**src/inc/pcg_pkg.sv**
```systemverilog
// constants for the pll clock generator control block
package pcg_pkg;
  // ----------------------------------------------------------------
  // register byte offsets
  // ----------------------------------------------------------------
  localparam logic [3:0] PCG_OFF_CTRL = 4'h0; // pll_control_reg
  localparam logic [3:0] PCG_OFF_BW = 4'h4; // pll_bandwidth_reg
  localparam logic [3:0] PCG_OFF_PROG = 4'h8; // pll_programming_reg
  localparam logic [3:0] PCG_OFF_BFC = 4'hc; // break_flag_control_reg
  // ----------------------------------------------------------------
  // field positions
  // ----------------------------------------------------------------
  localparam int PCG_CTRL_IRQ_EN = 7;
  localparam int PCG_CTRL_FLAG = 6;
  localparam int PCG_CTRL_PLL_ON = 5;
  localparam int PCG_CTRL_BCS = 4;
  localparam int PCG_BW_AUTO = 7;
  localparam int PCG_BW_LOCK = 6;
  localparam int PCG_BW_ACQ = 5;
  localparam int PCG_BFC_BCE = 7;
  // ----------------------------------------------------------------
  // reset values and fixed read values
  // ----------------------------------------------------------------
  localparam logic [3:0] PCG_RST_MUL = 4'h6;
  localparam logic [3:0] PCG_RST_VRS = 4'h6;
  localparam logic PCG_RST_PLL_ON = 1'b1;
  localparam logic [3:0] PCG_CTRL_UNUSED = 4'hf; // low control bits read as ones
  localparam logic [3:0] PCG_VRS_OFF = 4'h0;
endpackage

```
**src/inc/pcg_div_if.sv**
```systemverilog
// carrier between the control top and one clock sampler/divider
`timescale 1ns/1ps
interface pcg_div_if;
  logic raw_in;
  logic clk_sync;
  logic clk_div2;
  modport div (input raw_in, output clk_sync, output clk_div2);
  modport user (output raw_in, input clk_sync, input clk_div2);
endinterface

```
**src/design/pcg_clkdiv.sv**
```systemverilog
// samples one foreign clock into pclk and divides it by two
`timescale 1ns/1ps
module pcg_clkdiv
  import pcg_pkg::*;
(
  // clock and reset
  input wire logic pclk,
  input wire logic presetn,
  // carrier
  pcg_div_if.div dv
);
  logic meta;
  logic sync;
  logic prev;
  logic half;

  // two flops before any logic; edge detect compares the second one with a third flop
  always_ff @(posedge pclk or negedge presetn) begin
    if (!presetn) begin
      meta <= 1'b0;
      sync <= 1'b0;
      prev <= 1'b0;
      half <= 1'b0;
    end else begin
      meta <= dv.raw_in;
      sync <= meta;
      prev <= sync;
      if (sync && !prev) begin
        half <= ~half; // toggle once per source period
      end
    end
  end

  assign dv.clk_sync = sync;
  assign dv.clk_div2 = half;
endmodule

```
**src/design/pcg_top.sv**
```systemverilog
// pll clock generator control: registers, clock select, lock flag, stop
//
// Chosen here: the APB slave port and the placing of the registers.
`timescale 1ns/1ps
module pcg_top
  import pcg_pkg::*;
(
  // clock and reset
  input wire logic pclk,
  input wire logic presetn,
  // apb slave
  input wire logic psel,
  input wire logic penable,
  input wire logic pwrite,
  input wire logic [11:0] paddr,
  input wire logic [31:0] pwdata,
  output logic [31:0] prdata,
  output logic pready,
  output logic pslverr,
  // clocks from the oscillator and vco, foreign to pclk
  input wire logic crystal_clock,
  input wire logic vco_clock,
  // analog loop status pins, foreign to pclk
  input wire logic loop_locked,
  input wire logic loop_tracking,
  // mcu state, same domain
  input wire logic stop_mode,
  input wire logic wait_mode,
  input wire logic break_state,
  // outputs
  output logic crystal_clock_out,
  output logic base_clock_out,
  output logic pll_irq_out,
  output logic pll_enable
);
  // ----------------------------------------------------------------
  // state
  // ----------------------------------------------------------------
  logic irq_en;
  logic flag;
  logic pll_on;
  logic base_clock_select;
  logic auto_bw;
  logic acq_manual;
  logic [3:0] mul;
  logic [3:0] vrs;
  logic bce;
  logic lock_prev;
  logic [1:0] lock_sync;
  logic [1:0] trk_sync;

  // ----------------------------------------------------------------
  // clock samplers
  // ----------------------------------------------------------------
  pcg_div_if xdv ();
  pcg_div_if vdv ();
  assign xdv.raw_in = crystal_clock;
  assign vdv.raw_in = vco_clock;
  pcg_clkdiv u_xdiv (.pclk(pclk), .presetn(presetn), .dv(xdv));
  pcg_clkdiv u_vdiv (.pclk(pclk), .presetn(presetn), .dv(vdv));

  // ----------------------------------------------------------------
  // bus decode
  // ----------------------------------------------------------------
  wire setup_ph = psel && !penable;
  wire access_ph = psel && penable;
  wire hit_ctrl = paddr[11:4] == 8'h00 && paddr[3:0] == PCG_OFF_CTRL;
  wire hit_bw = paddr[11:4] == 8'h00 && paddr[3:0] == PCG_OFF_BW;
  wire hit_prog = paddr[11:4] == 8'h00 && paddr[3:0] == PCG_OFF_PROG;
  wire hit_bfc = paddr[11:4] == 8'h00 && paddr[3:0] == PCG_OFF_BFC;
  wire mapped = hit_ctrl || hit_bw || hit_prog || hit_bfc;
  wire wr = access_ph && pwrite && mapped;
  wire wr_ctrl = wr && hit_ctrl;
  wire wr_bw = wr && hit_bw;
  wire wr_prog = wr && hit_prog;
  wire wr_bfc = wr && hit_bfc;
  wire rd_ctrl = access_ph && !pwrite && hit_ctrl;
  assign pready = 1'b1; // every access completes in its first access cycle
  assign pslverr = access_ph && !mapped;

  // ----------------------------------------------------------------
  // derived control
  // ----------------------------------------------------------------
  wire range_zero = vrs == PCG_VRS_OFF;
  wire pll_active = pll_on && !range_zero;
  wire lock_ind = auto_bw && pll_active && lock_sync[1];
  wire trk_ind = auto_bw && pll_active && trk_sync[1];
  wire lock_evt = auto_bw && (lock_ind != lock_prev);
  wire clr_ok = !break_state || bce;
  wire flag_clr = rd_ctrl && clr_ok;
  wire flag_rd = flag && auto_bw;
  // wait mode deliberately changes nothing here
  wire wait_ignored = wait_mode;
  // interlocks judge the value held before this write
  wire bcs_wr = pwdata[PCG_CTRL_BCS];
  wire pon_wr = pwdata[PCG_CTRL_PLL_ON];
  wire bcs_set_ok = pll_on && !range_zero;
  wire pon_clr_ok = !base_clock_select;
  wire next_bcs = bcs_wr && bcs_set_ok;
  wire next_pll_on = pon_wr || !pon_clr_ok;

  // ----------------------------------------------------------------
  // read mux
  // ----------------------------------------------------------------
  wire [7:0] rd_ctrl_val = {irq_en && auto_bw, flag_rd, pll_on, base_clock_select, PCG_CTRL_UNUSED};
  wire acq_rd = auto_bw ? trk_ind : acq_manual;
  wire [7:0] rd_bw_val = {auto_bw, lock_ind, acq_rd, 5'h00};
  wire [7:0] rd_prog_val = {mul, vrs};
  wire [7:0] rd_bfc_val = {bce, 7'h00};
  wire [7:0] rd_val = hit_ctrl ? rd_ctrl_val :
                      hit_bw ? rd_bw_val :
                      hit_prog ? rd_prog_val :
                      hit_bfc ? rd_bfc_val : 8'h00;

  // ----------------------------------------------------------------
  // status pin synchronisers
  // ----------------------------------------------------------------
  always_ff @(posedge pclk or negedge presetn) begin
    if (!presetn) begin
      lock_sync <= 2'b00;
      trk_sync <= 2'b00;
    end else begin
      lock_sync <= {lock_sync[0], loop_locked};
      trk_sync <= {trk_sync[0], loop_tracking};
    end
  end

  // ----------------------------------------------------------------
  // read data, captured in setup so it comes from a flop
  // ----------------------------------------------------------------
  always_ff @(posedge pclk or negedge presetn) begin
    if (!presetn) begin
      prdata <= 32'h0000_0000;
    end else if (setup_ph && !pwrite) begin
      prdata <= {24'h00_0000, rd_val};
    end
  end

  // ----------------------------------------------------------------
  // control register
  // ----------------------------------------------------------------
  always_ff @(posedge pclk or negedge presetn) begin
    if (!presetn) begin
      irq_en <= 1'b0;
      pll_on <= PCG_RST_PLL_ON;
      base_clock_select <= 1'b0;
    end else begin
      if (wr_ctrl && auto_bw) begin
        irq_en <= pwdata[PCG_CTRL_IRQ_EN];
      end
      if (stop_mode || range_zero) begin
        base_clock_select <= 1'b0;
      end else if (wr_ctrl) begin
        base_clock_select <= next_bcs;
      end
      if (wr_ctrl) begin
        pll_on <= next_pll_on;
      end
    end
  end

  // ----------------------------------------------------------------
  // lock change flag; a new event beats a same-cycle clearing read
  // ----------------------------------------------------------------
  always_ff @(posedge pclk or negedge presetn) begin
    if (!presetn) begin
      flag <= 1'b0;
      lock_prev <= 1'b0;
    end else begin
      lock_prev <= lock_ind;
      if (lock_evt) begin
        flag <= 1'b1;
      end else if (flag_clr) begin
        flag <= 1'b0;
      end
    end
  end

  // ----------------------------------------------------------------
  // bandwidth, programming and break registers
  // ----------------------------------------------------------------
  always_ff @(posedge pclk or negedge presetn) begin
    if (!presetn) begin
      auto_bw <= 1'b0;
      acq_manual <= 1'b0;
      mul <= PCG_RST_MUL;
      vrs <= PCG_RST_VRS;
      bce <= 1'b0;
    end else begin
      if (wr_bw) begin
        auto_bw <= pwdata[PCG_BW_AUTO];
      end
      // manual value is kept while auto runs and comes back afterwards
      if (wr_bw && !auto_bw) begin
        acq_manual <= pwdata[PCG_BW_ACQ];
      end
      if (wr_prog && !pll_on) begin
        mul <= pwdata[7:4];
        vrs <= pwdata[3:0];
      end
      if (wr_bfc) begin
        bce <= pwdata[PCG_BFC_BCE];
      end
    end
  end

  // ----------------------------------------------------------------
  // outputs; stop forces every clock generator output low
  // ----------------------------------------------------------------
  wire base_src = base_clock_select ? vdv.clk_div2 : xdv.clk_div2;
  wire irq_lvl = flag && irq_en && auto_bw;
  always_ff @(posedge pclk or negedge presetn) begin
    if (!presetn) begin
      crystal_clock_out <= 1'b0;
      base_clock_out <= 1'b0;
      pll_irq_out <= 1'b0;
      pll_enable <= 1'b0;
    end else begin
      crystal_clock_out <= xdv.clk_sync && !stop_mode;
      base_clock_out <= base_src && !stop_mode;
      pll_irq_out <= irq_lvl && !stop_mode;
      pll_enable <= pll_active && !stop_mode;
    end
  end
endmodule

```
**config.mk**
```make
export PLATFORM = sky130hd
export DESIGN_NAME = pcg_top
export DESIGN_NICKNAME = d
export VERILOG_FILES = /design/src/inc/pcg_pkg.sv /design/src/inc/pcg_div_if.sv /design/src/design/pcg_clkdiv.sv /design/src/design/pcg_top.sv
export SDC_FILE = /design/constraint.sdc
export NUM_CORES = 1
export LEC_CHECK = 0
export ABC_AREA = 1
export BUFFER_PORTS_ARGS = -buffer_cell sky130_fd_sc_hd__buf_2
export CORE_MARGIN = 1.5
export CORE_UTILIZATION = 40
export DETAILED_ROUTE_END_ITERATION = 10
export HOLD_SLACK_MARGIN = 0.03
export PLACE_DENSITY = 0.79
export SETUP_SLACK_MARGIN = 0.3
export SKIP_CTS_REPAIR_TIMING = 1
export SYNTH_ARGS = -nofsm -noshare
export SYNTH_HDL_FRONTEND = slang
export SYNTH_SLANG_ARGS = --single-unit
export TNS_END_PERCENT = 1
```
**constraint.sdc**
```tcl
create_clock -name pclk -period 3.73 [get_ports pclk]
set_clock_uncertainty 0.2 [all_clocks]
set_input_delay 0.746 -clock pclk [delete_from_list [all_inputs] [get_ports pclk]]
set_output_delay 0.746 -clock pclk [all_outputs]
set_load 0.005 [all_outputs]
```
# ---- Word-level counts from Yosys, hierarchy flattened
# Cells that the tools add are included.
dict set report word_totals {
  word_cells 98
  out_inout_bits 38
  regBits 40
}
dict set report classes {
  bitwise 2
  n_eq_ne 4
  n_mux 10
  reduce_logical 57
}
# op n
set ops {}
lappend ops {{$logic_and A1 B1 Y1} 36}
lappend ops {{$mux W8} 4}
lappend ops {{$logic_not A1 Y1} 10}
lappend ops {{$eq A4 B4 Y1 const B} 2}
lappend ops {{$logic_not A4 Y1} 2}
lappend ops {{$logic_not A8 Y1} 1}
lappend ops {{$logic_or A1 B1 Y1} 6}
lappend ops {{$mux W1} 6}
lappend ops {{$eq A4 B3 Y1 const B} 1}
lappend ops {{$reduce_bool A2 Y1} 2}
lappend ops {{$not A1 Y1} 2}
lappend ops {{$ne A1 B1 Y1} 1}

# ---- Longest topological paths before layout
dict set report depth {
  depth_word 9
  ltp_mapped 9
  depth_no_buf 9
}

# ---- Hierarchy
# A second synthesis with hierarchy kept.
dict set report hier_totals {
  hier_cells 226
  area_unflattened_um2 1955.6
}
# mod cells_per_inst area_each_um2 instances
set by_module_without_submodules {}
lappend by_module_without_submodules {pcg_top 206 1707.9 1}
lappend by_module_without_submodules {pcg_clkdiv 10 123.9 2}

# ---- Worst setup path before layout
# OpenSTA, ideal clock, no wires.
dict set report synth_path {
  path_type {input to output}
  from {in paddr[5]}
  to {out pslverr}
  n_path_buf 2
  slack_ns 1.371
  cell_stages 6
  arrival_ns 1.413
  cell_sequence {nor2_2 > nand2_2 > nor2_4 > buf_8 > buf_12 > a21oi_1}
}
dict set report synth_via {
  elab_chain_len 7
}
# item line_no
set synth_rtl {}
lappend synth_rtl {{from (decl)} pcg_top.sv:15} ;# input wire logic [11:0] paddr,
lappend synth_rtl {{$logic_not A8 Y1 *} n/a}
lappend synth_rtl {{$logic_and A1 B1 Y1 (on tied branches)} {pcg_top.sv:67, pcg_top.sv:68}}
lappend synth_rtl {{$logic_or A1 B1 Y1 (2 in a row)} pcg_top.sv:71} ;# wire mapped = hit_ctrl || hit_bw || hit_prog || hit_bfc;
lappend synth_rtl {{$logic_or A1 B1 Y1 *} pcg_top.sv:71}
lappend synth_rtl {{$logic_not A1 Y1 *} pcg_top.sv:79} ;# assign pslverr = access_ph && !mapped;
lappend synth_rtl {{$logic_and A1 B1 Y1 *} pcg_top.sv:79}
lappend synth_rtl {{to (decl)} pcg_top.sv:19} ;# output logic pslverr,
# Mark *: on every way between the ends. The rest lies on a longest branch, timed or not.

# ---- Final worst setup path
# Ends and elaborated chain as after synthesis.

==> results.md <==
- The number of cells on the worst hold path is 0.
- The clock slew seen by the registers of the worst setup and hold paths is approximately 0.070 ns.
- The relative max-transition margin is 0.427.
- The initial antenna violation count is 0.
- The startpoint identified for the worst hold timing path is trk_sync[0].
- The number of clock sinks is 40.
- From synthesis to final layout, the design area changed by 13.2%.
- The clock share of power is 0.379.
- For this run, the total global-route usage over all layers was measured as 0.159.
- Across all layers, the routed design uses 1539 vias.
- The first global-routing pass estimated roughly 6600 µm of wire.
- The min-delay analysis places its worst path in the category register to register.
- The total of max-cap violations is 0.
- After technology mapping, the gate count stands at 231.
- Walking the worst path, the cells encountered are buf_2 -> nor2_2 -> nand2_2 -> nor2_4 -> buf_4 -> a21oi_1 -> buf_2.
- The TritonCTS clock tree is done.
- The global placer's final weighted congestion is slightly above 0.8.
- The per-cell via count in the routed design is about 4.5.
- Summing all placed instances gives a cell area of 0.00223 mm².
- The initial utilization of the core area, before any placement, comes to 0.426.
- The critical path in this run is classified as primary input to primary output.
- The total of endpoints with negative setup slack in the final report is 0.
- After floorplanning, the core was divided into 25 placement rows.
- The number of global-route vias before repair was about 1500.
- The power per cell area is ~390 mW/mm².
- STA classifies the critical path startpoint as a primary input.
- Adding up every negative setup slack in the final design gives 0 ns.
- The post-synthesis sequential element count is 40.
- The kind of end point of the critical path is a primary output.
- Wires add up to between 3000 and 4000 µm.
- The count of warnings emitted by yosys is 0.
- CTS placed an instance of sky130_fd_sc_hd__clkbuf_8 at the clock tree root.
- The critical register-to-register path endpoint is prdata[6].
- The number of placed instances, taps included, is 337.
- 0 antenna diodes ended up in the layout.
- The worst-path maximum fanout is 21.
- For the worst flop-to-flop path, the logic depth is 8.
- The share of synthesized flip-flops with an asynchronous set or reset is 1.00.
- Static timing analysis puts the maximum clock frequency at a little under 400 MHz.
- The wire-length estimate of the detail-placed layout is roughly 2800 µm.
- The number of different library cells used by synthesis comes to 30.
- In this run the horizontal extent of the chip is 74.9 µm.
- The core footprint is approximately 0.0048 mm².
- For the worst setup path, the data arrival time is 1.63 ns.
- The switching share of total power is 0.236.
- For the worst-skew pair, the clock arrives at the later sink with an insertion delay of between 0.2 and 0.3 ns.
- The minimum clock period is approximately 2.6 ns.
- The detailed-router iteration count before antenna repair is 4.
- In this design, the stage delay of the slowest critical-path cell is 0.27 ns.
- The top flip-flop cell by instance count after synthesis is sky130_fd_sc_hd__dfrtp_1.
- For this run, design rule violations remaining after detail routing come to 0.
- The TritonCTS buffer count is 5.
- The count of port buffers added during placement is 43.
- The non-filler instance count after layout is between 300 and 400.
- Counting the fill cells in the layout gives between 400 and 500.
- The share of total power dissipated in sequential elements is 0.519.
- The vertical die dimension is about 75 µm.
- The post-route clock period utilization is 0.690.
- The synthesized netlist occupies a cell area of approximately 0.0021 mm².
- The cell repeated most along the worst path is sky130_fd_sc_hd__buf_2.
- Of the total power, combinational logic draws 0.102.
- The worst-case IR drop observed on VDD is approximately 0.20 mV.
- The fraction of layout cells with a size suffix above 1 is 0.291.
- The remaining global-route overflow is 0.
- The area enclosed by the die boundary is about 0.0056 mm².
- The clock passes through at most 2 buffers.
- The flow ran to the end, and the final reports show no timing, DRC or antenna violations.
- The hold violation total from the final report is 0.
- The switching power is ~220 µW.
- The share of the Yosys chip area taken by registers is 0.487.
- The synthesized area per cell is between 8 and 9 µm².
- In the final routed layout, each cell accounts on average for around 11 µm.
- The max-slew violation total from the final report is 0.
- The internal reg-to-reg setup slack is between 2 and 2.5 ns.
- The H-tree level count is 2.
- The required time reported for the critical path endpoint is about 2.8 ns.
- The slew at the pin with the worst max-slew slack is about 0.86 ns.
- The analysis attributes to cell leakage a power of approximately 0.0013 µW.
- After routing the design area is about 0.0023 mm².
- The worst hold path terminates at trk_sync[1].
- During I/O placement, the number of pins put on the boundary was 94.
- The maximum number of pins on one net before global-route repair is just over 40.
- The count of flip-flops with a built-in enable after synthesis is 0.
- The slowest cell on the critical path is sky130_fd_sc_hd__buf_4.
- Cell internal power was estimated by the tool at around 700 µW.
- After the last flow step, the layout net total stands at 333.
- For this block, the initial DRC count from the detailed router was 116.
- Setup repair after global routing left no endpoint under its margin.
- The final antenna-violating net count is 0.
- The worst register-to-register path begins at pll_on.
## power groups by stage
stage / clock [µW] / combinational, µW / sequential [µW]
floorplan: 0 / 62.7 / 485
global placement: 0 / 91.9 / 484
detailed placement: 0 / 94.6 / 485
CTS: 351 / 95.2 / 476
global route: 376 / 110 / 480
finish: 348 / 93.2 / 476
## cells by family (layout without fill, tap and decap cells)
logic type / after synthesis / after routing / synth area share
other: 2 / 25 / 0.00363
AND/OR/NAND/NOR: 126 / 126 / 0.316
AO/OA/AOI/OAI: 14 / 14 / 0.0387
XOR/XNOR: 2 / 2 / 0.00848
flip-flops: 40 / 40 / 0.487
buffers and inverters: 47 / 71 / 0.146
## worst max-delay path by stage
stage / start / end / slack (ns) / cells past startpoint
global placement: paddr[11] / pslverr / 1.16 / 7
floorplan: paddr[5] / pslverr / 1.37 / 6
detailed placement: paddr[5] / pslverr / 1.16 / 7
finish: paddr[5] / pslverr / 1.15 / 7
global route: paddr[11] / pslverr / 1.05 / 7
CTS: paddr[11] / pslverr / 1.15 / 7
## layout by cell type, fill, tap and decap left out, types with 5 or more instances in the layout
master,instances
sky130_fd_sc_hd__buf_2,43
sky130_fd_sc_hd__nor2_4,5
sky130_fd_sc_hd__nor2_1,20
sky130_fd_sc_hd__nor2_2,5
sky130_fd_sc_hd__nand2_1,52
sky130_fd_sc_hd__nand3_1,28
sky130_fd_sc_hd__inv_1,17
sky130_fd_sc_hd__dfstp_2,5
sky130_fd_sc_hd__clkbuf_8,5
sky130_fd_sc_hd__conb_1,25
sky130_fd_sc_hd__dfrtp_1,35
sky130_fd_sc_hd__a31oi_1,5
## synth_stat cells (5+ instances only)
cell type                 number  area share
sky130_fd_sc_hd__buf_4        25       0.091
sky130_fd_sc_hd__nor2_4        5       0.027
sky130_fd_sc_hd__inv_1        17       0.031
sky130_fd_sc_hd__nand3_1      28       0.068
sky130_fd_sc_hd__a31oi_1       5       0.015
sky130_fd_sc_hd__dfstp_2       5       0.064
sky130_fd_sc_hd__nor2_1       20       0.036
sky130_fd_sc_hd__nand2_1      52       0.094
sky130_fd_sc_hd__dfrtp_1      35        0.42
sky130_fd_sc_hd__nor2_2        5       0.015
## critical path, delay by kind of cell
kind,cells,cell delay (ns)
simple gates,3,0.28
compound gates,1,0.09
buf+inv,3,0.50
## per-stage QoR
stage          total power, µW  setup WS [ns]  utilization  hold slack (ns)
2_1_floorplan              548           1.37            -            0.131
3_3_place_gp               576           1.16        0.460            0.134
3_5_place_dp               579           1.16        0.460            0.135
4_1_cts                    923           1.15        0.483            0.151
5_1_grt                    966           1.05        0.483            0.157
6_report                   917           1.15        0.483            0.150
## state kept, by name (all words and copies together) (netlist names), 2 cells and up
signal,count
vrs,4
lock_sync,2
trk_sync,2
mul,4
prdata,8
## routing by layer
layer	vias to the layer above	share of wire	track usage
met4	0	0.026	0.0808
met3	9	0.070	0.0335
met1	692	0.44	0.213
li1	774	-	-
met2	64	0.46	0.244
met5	-	0	0
## final cells by class
type	count	area, µm²	area share
tap	67	83.8	0.0358
clock buffer	6	72.6	0.0310
timing repair buffer	44	223	0.0952
inverter	19	73.8	0.0316
multi-input combinational	167	845	0.361
clock inverter	2	35.0	0.0150
sequential	40	1010	0.430
Note: power is estimated with default switching activity, not from simulation.
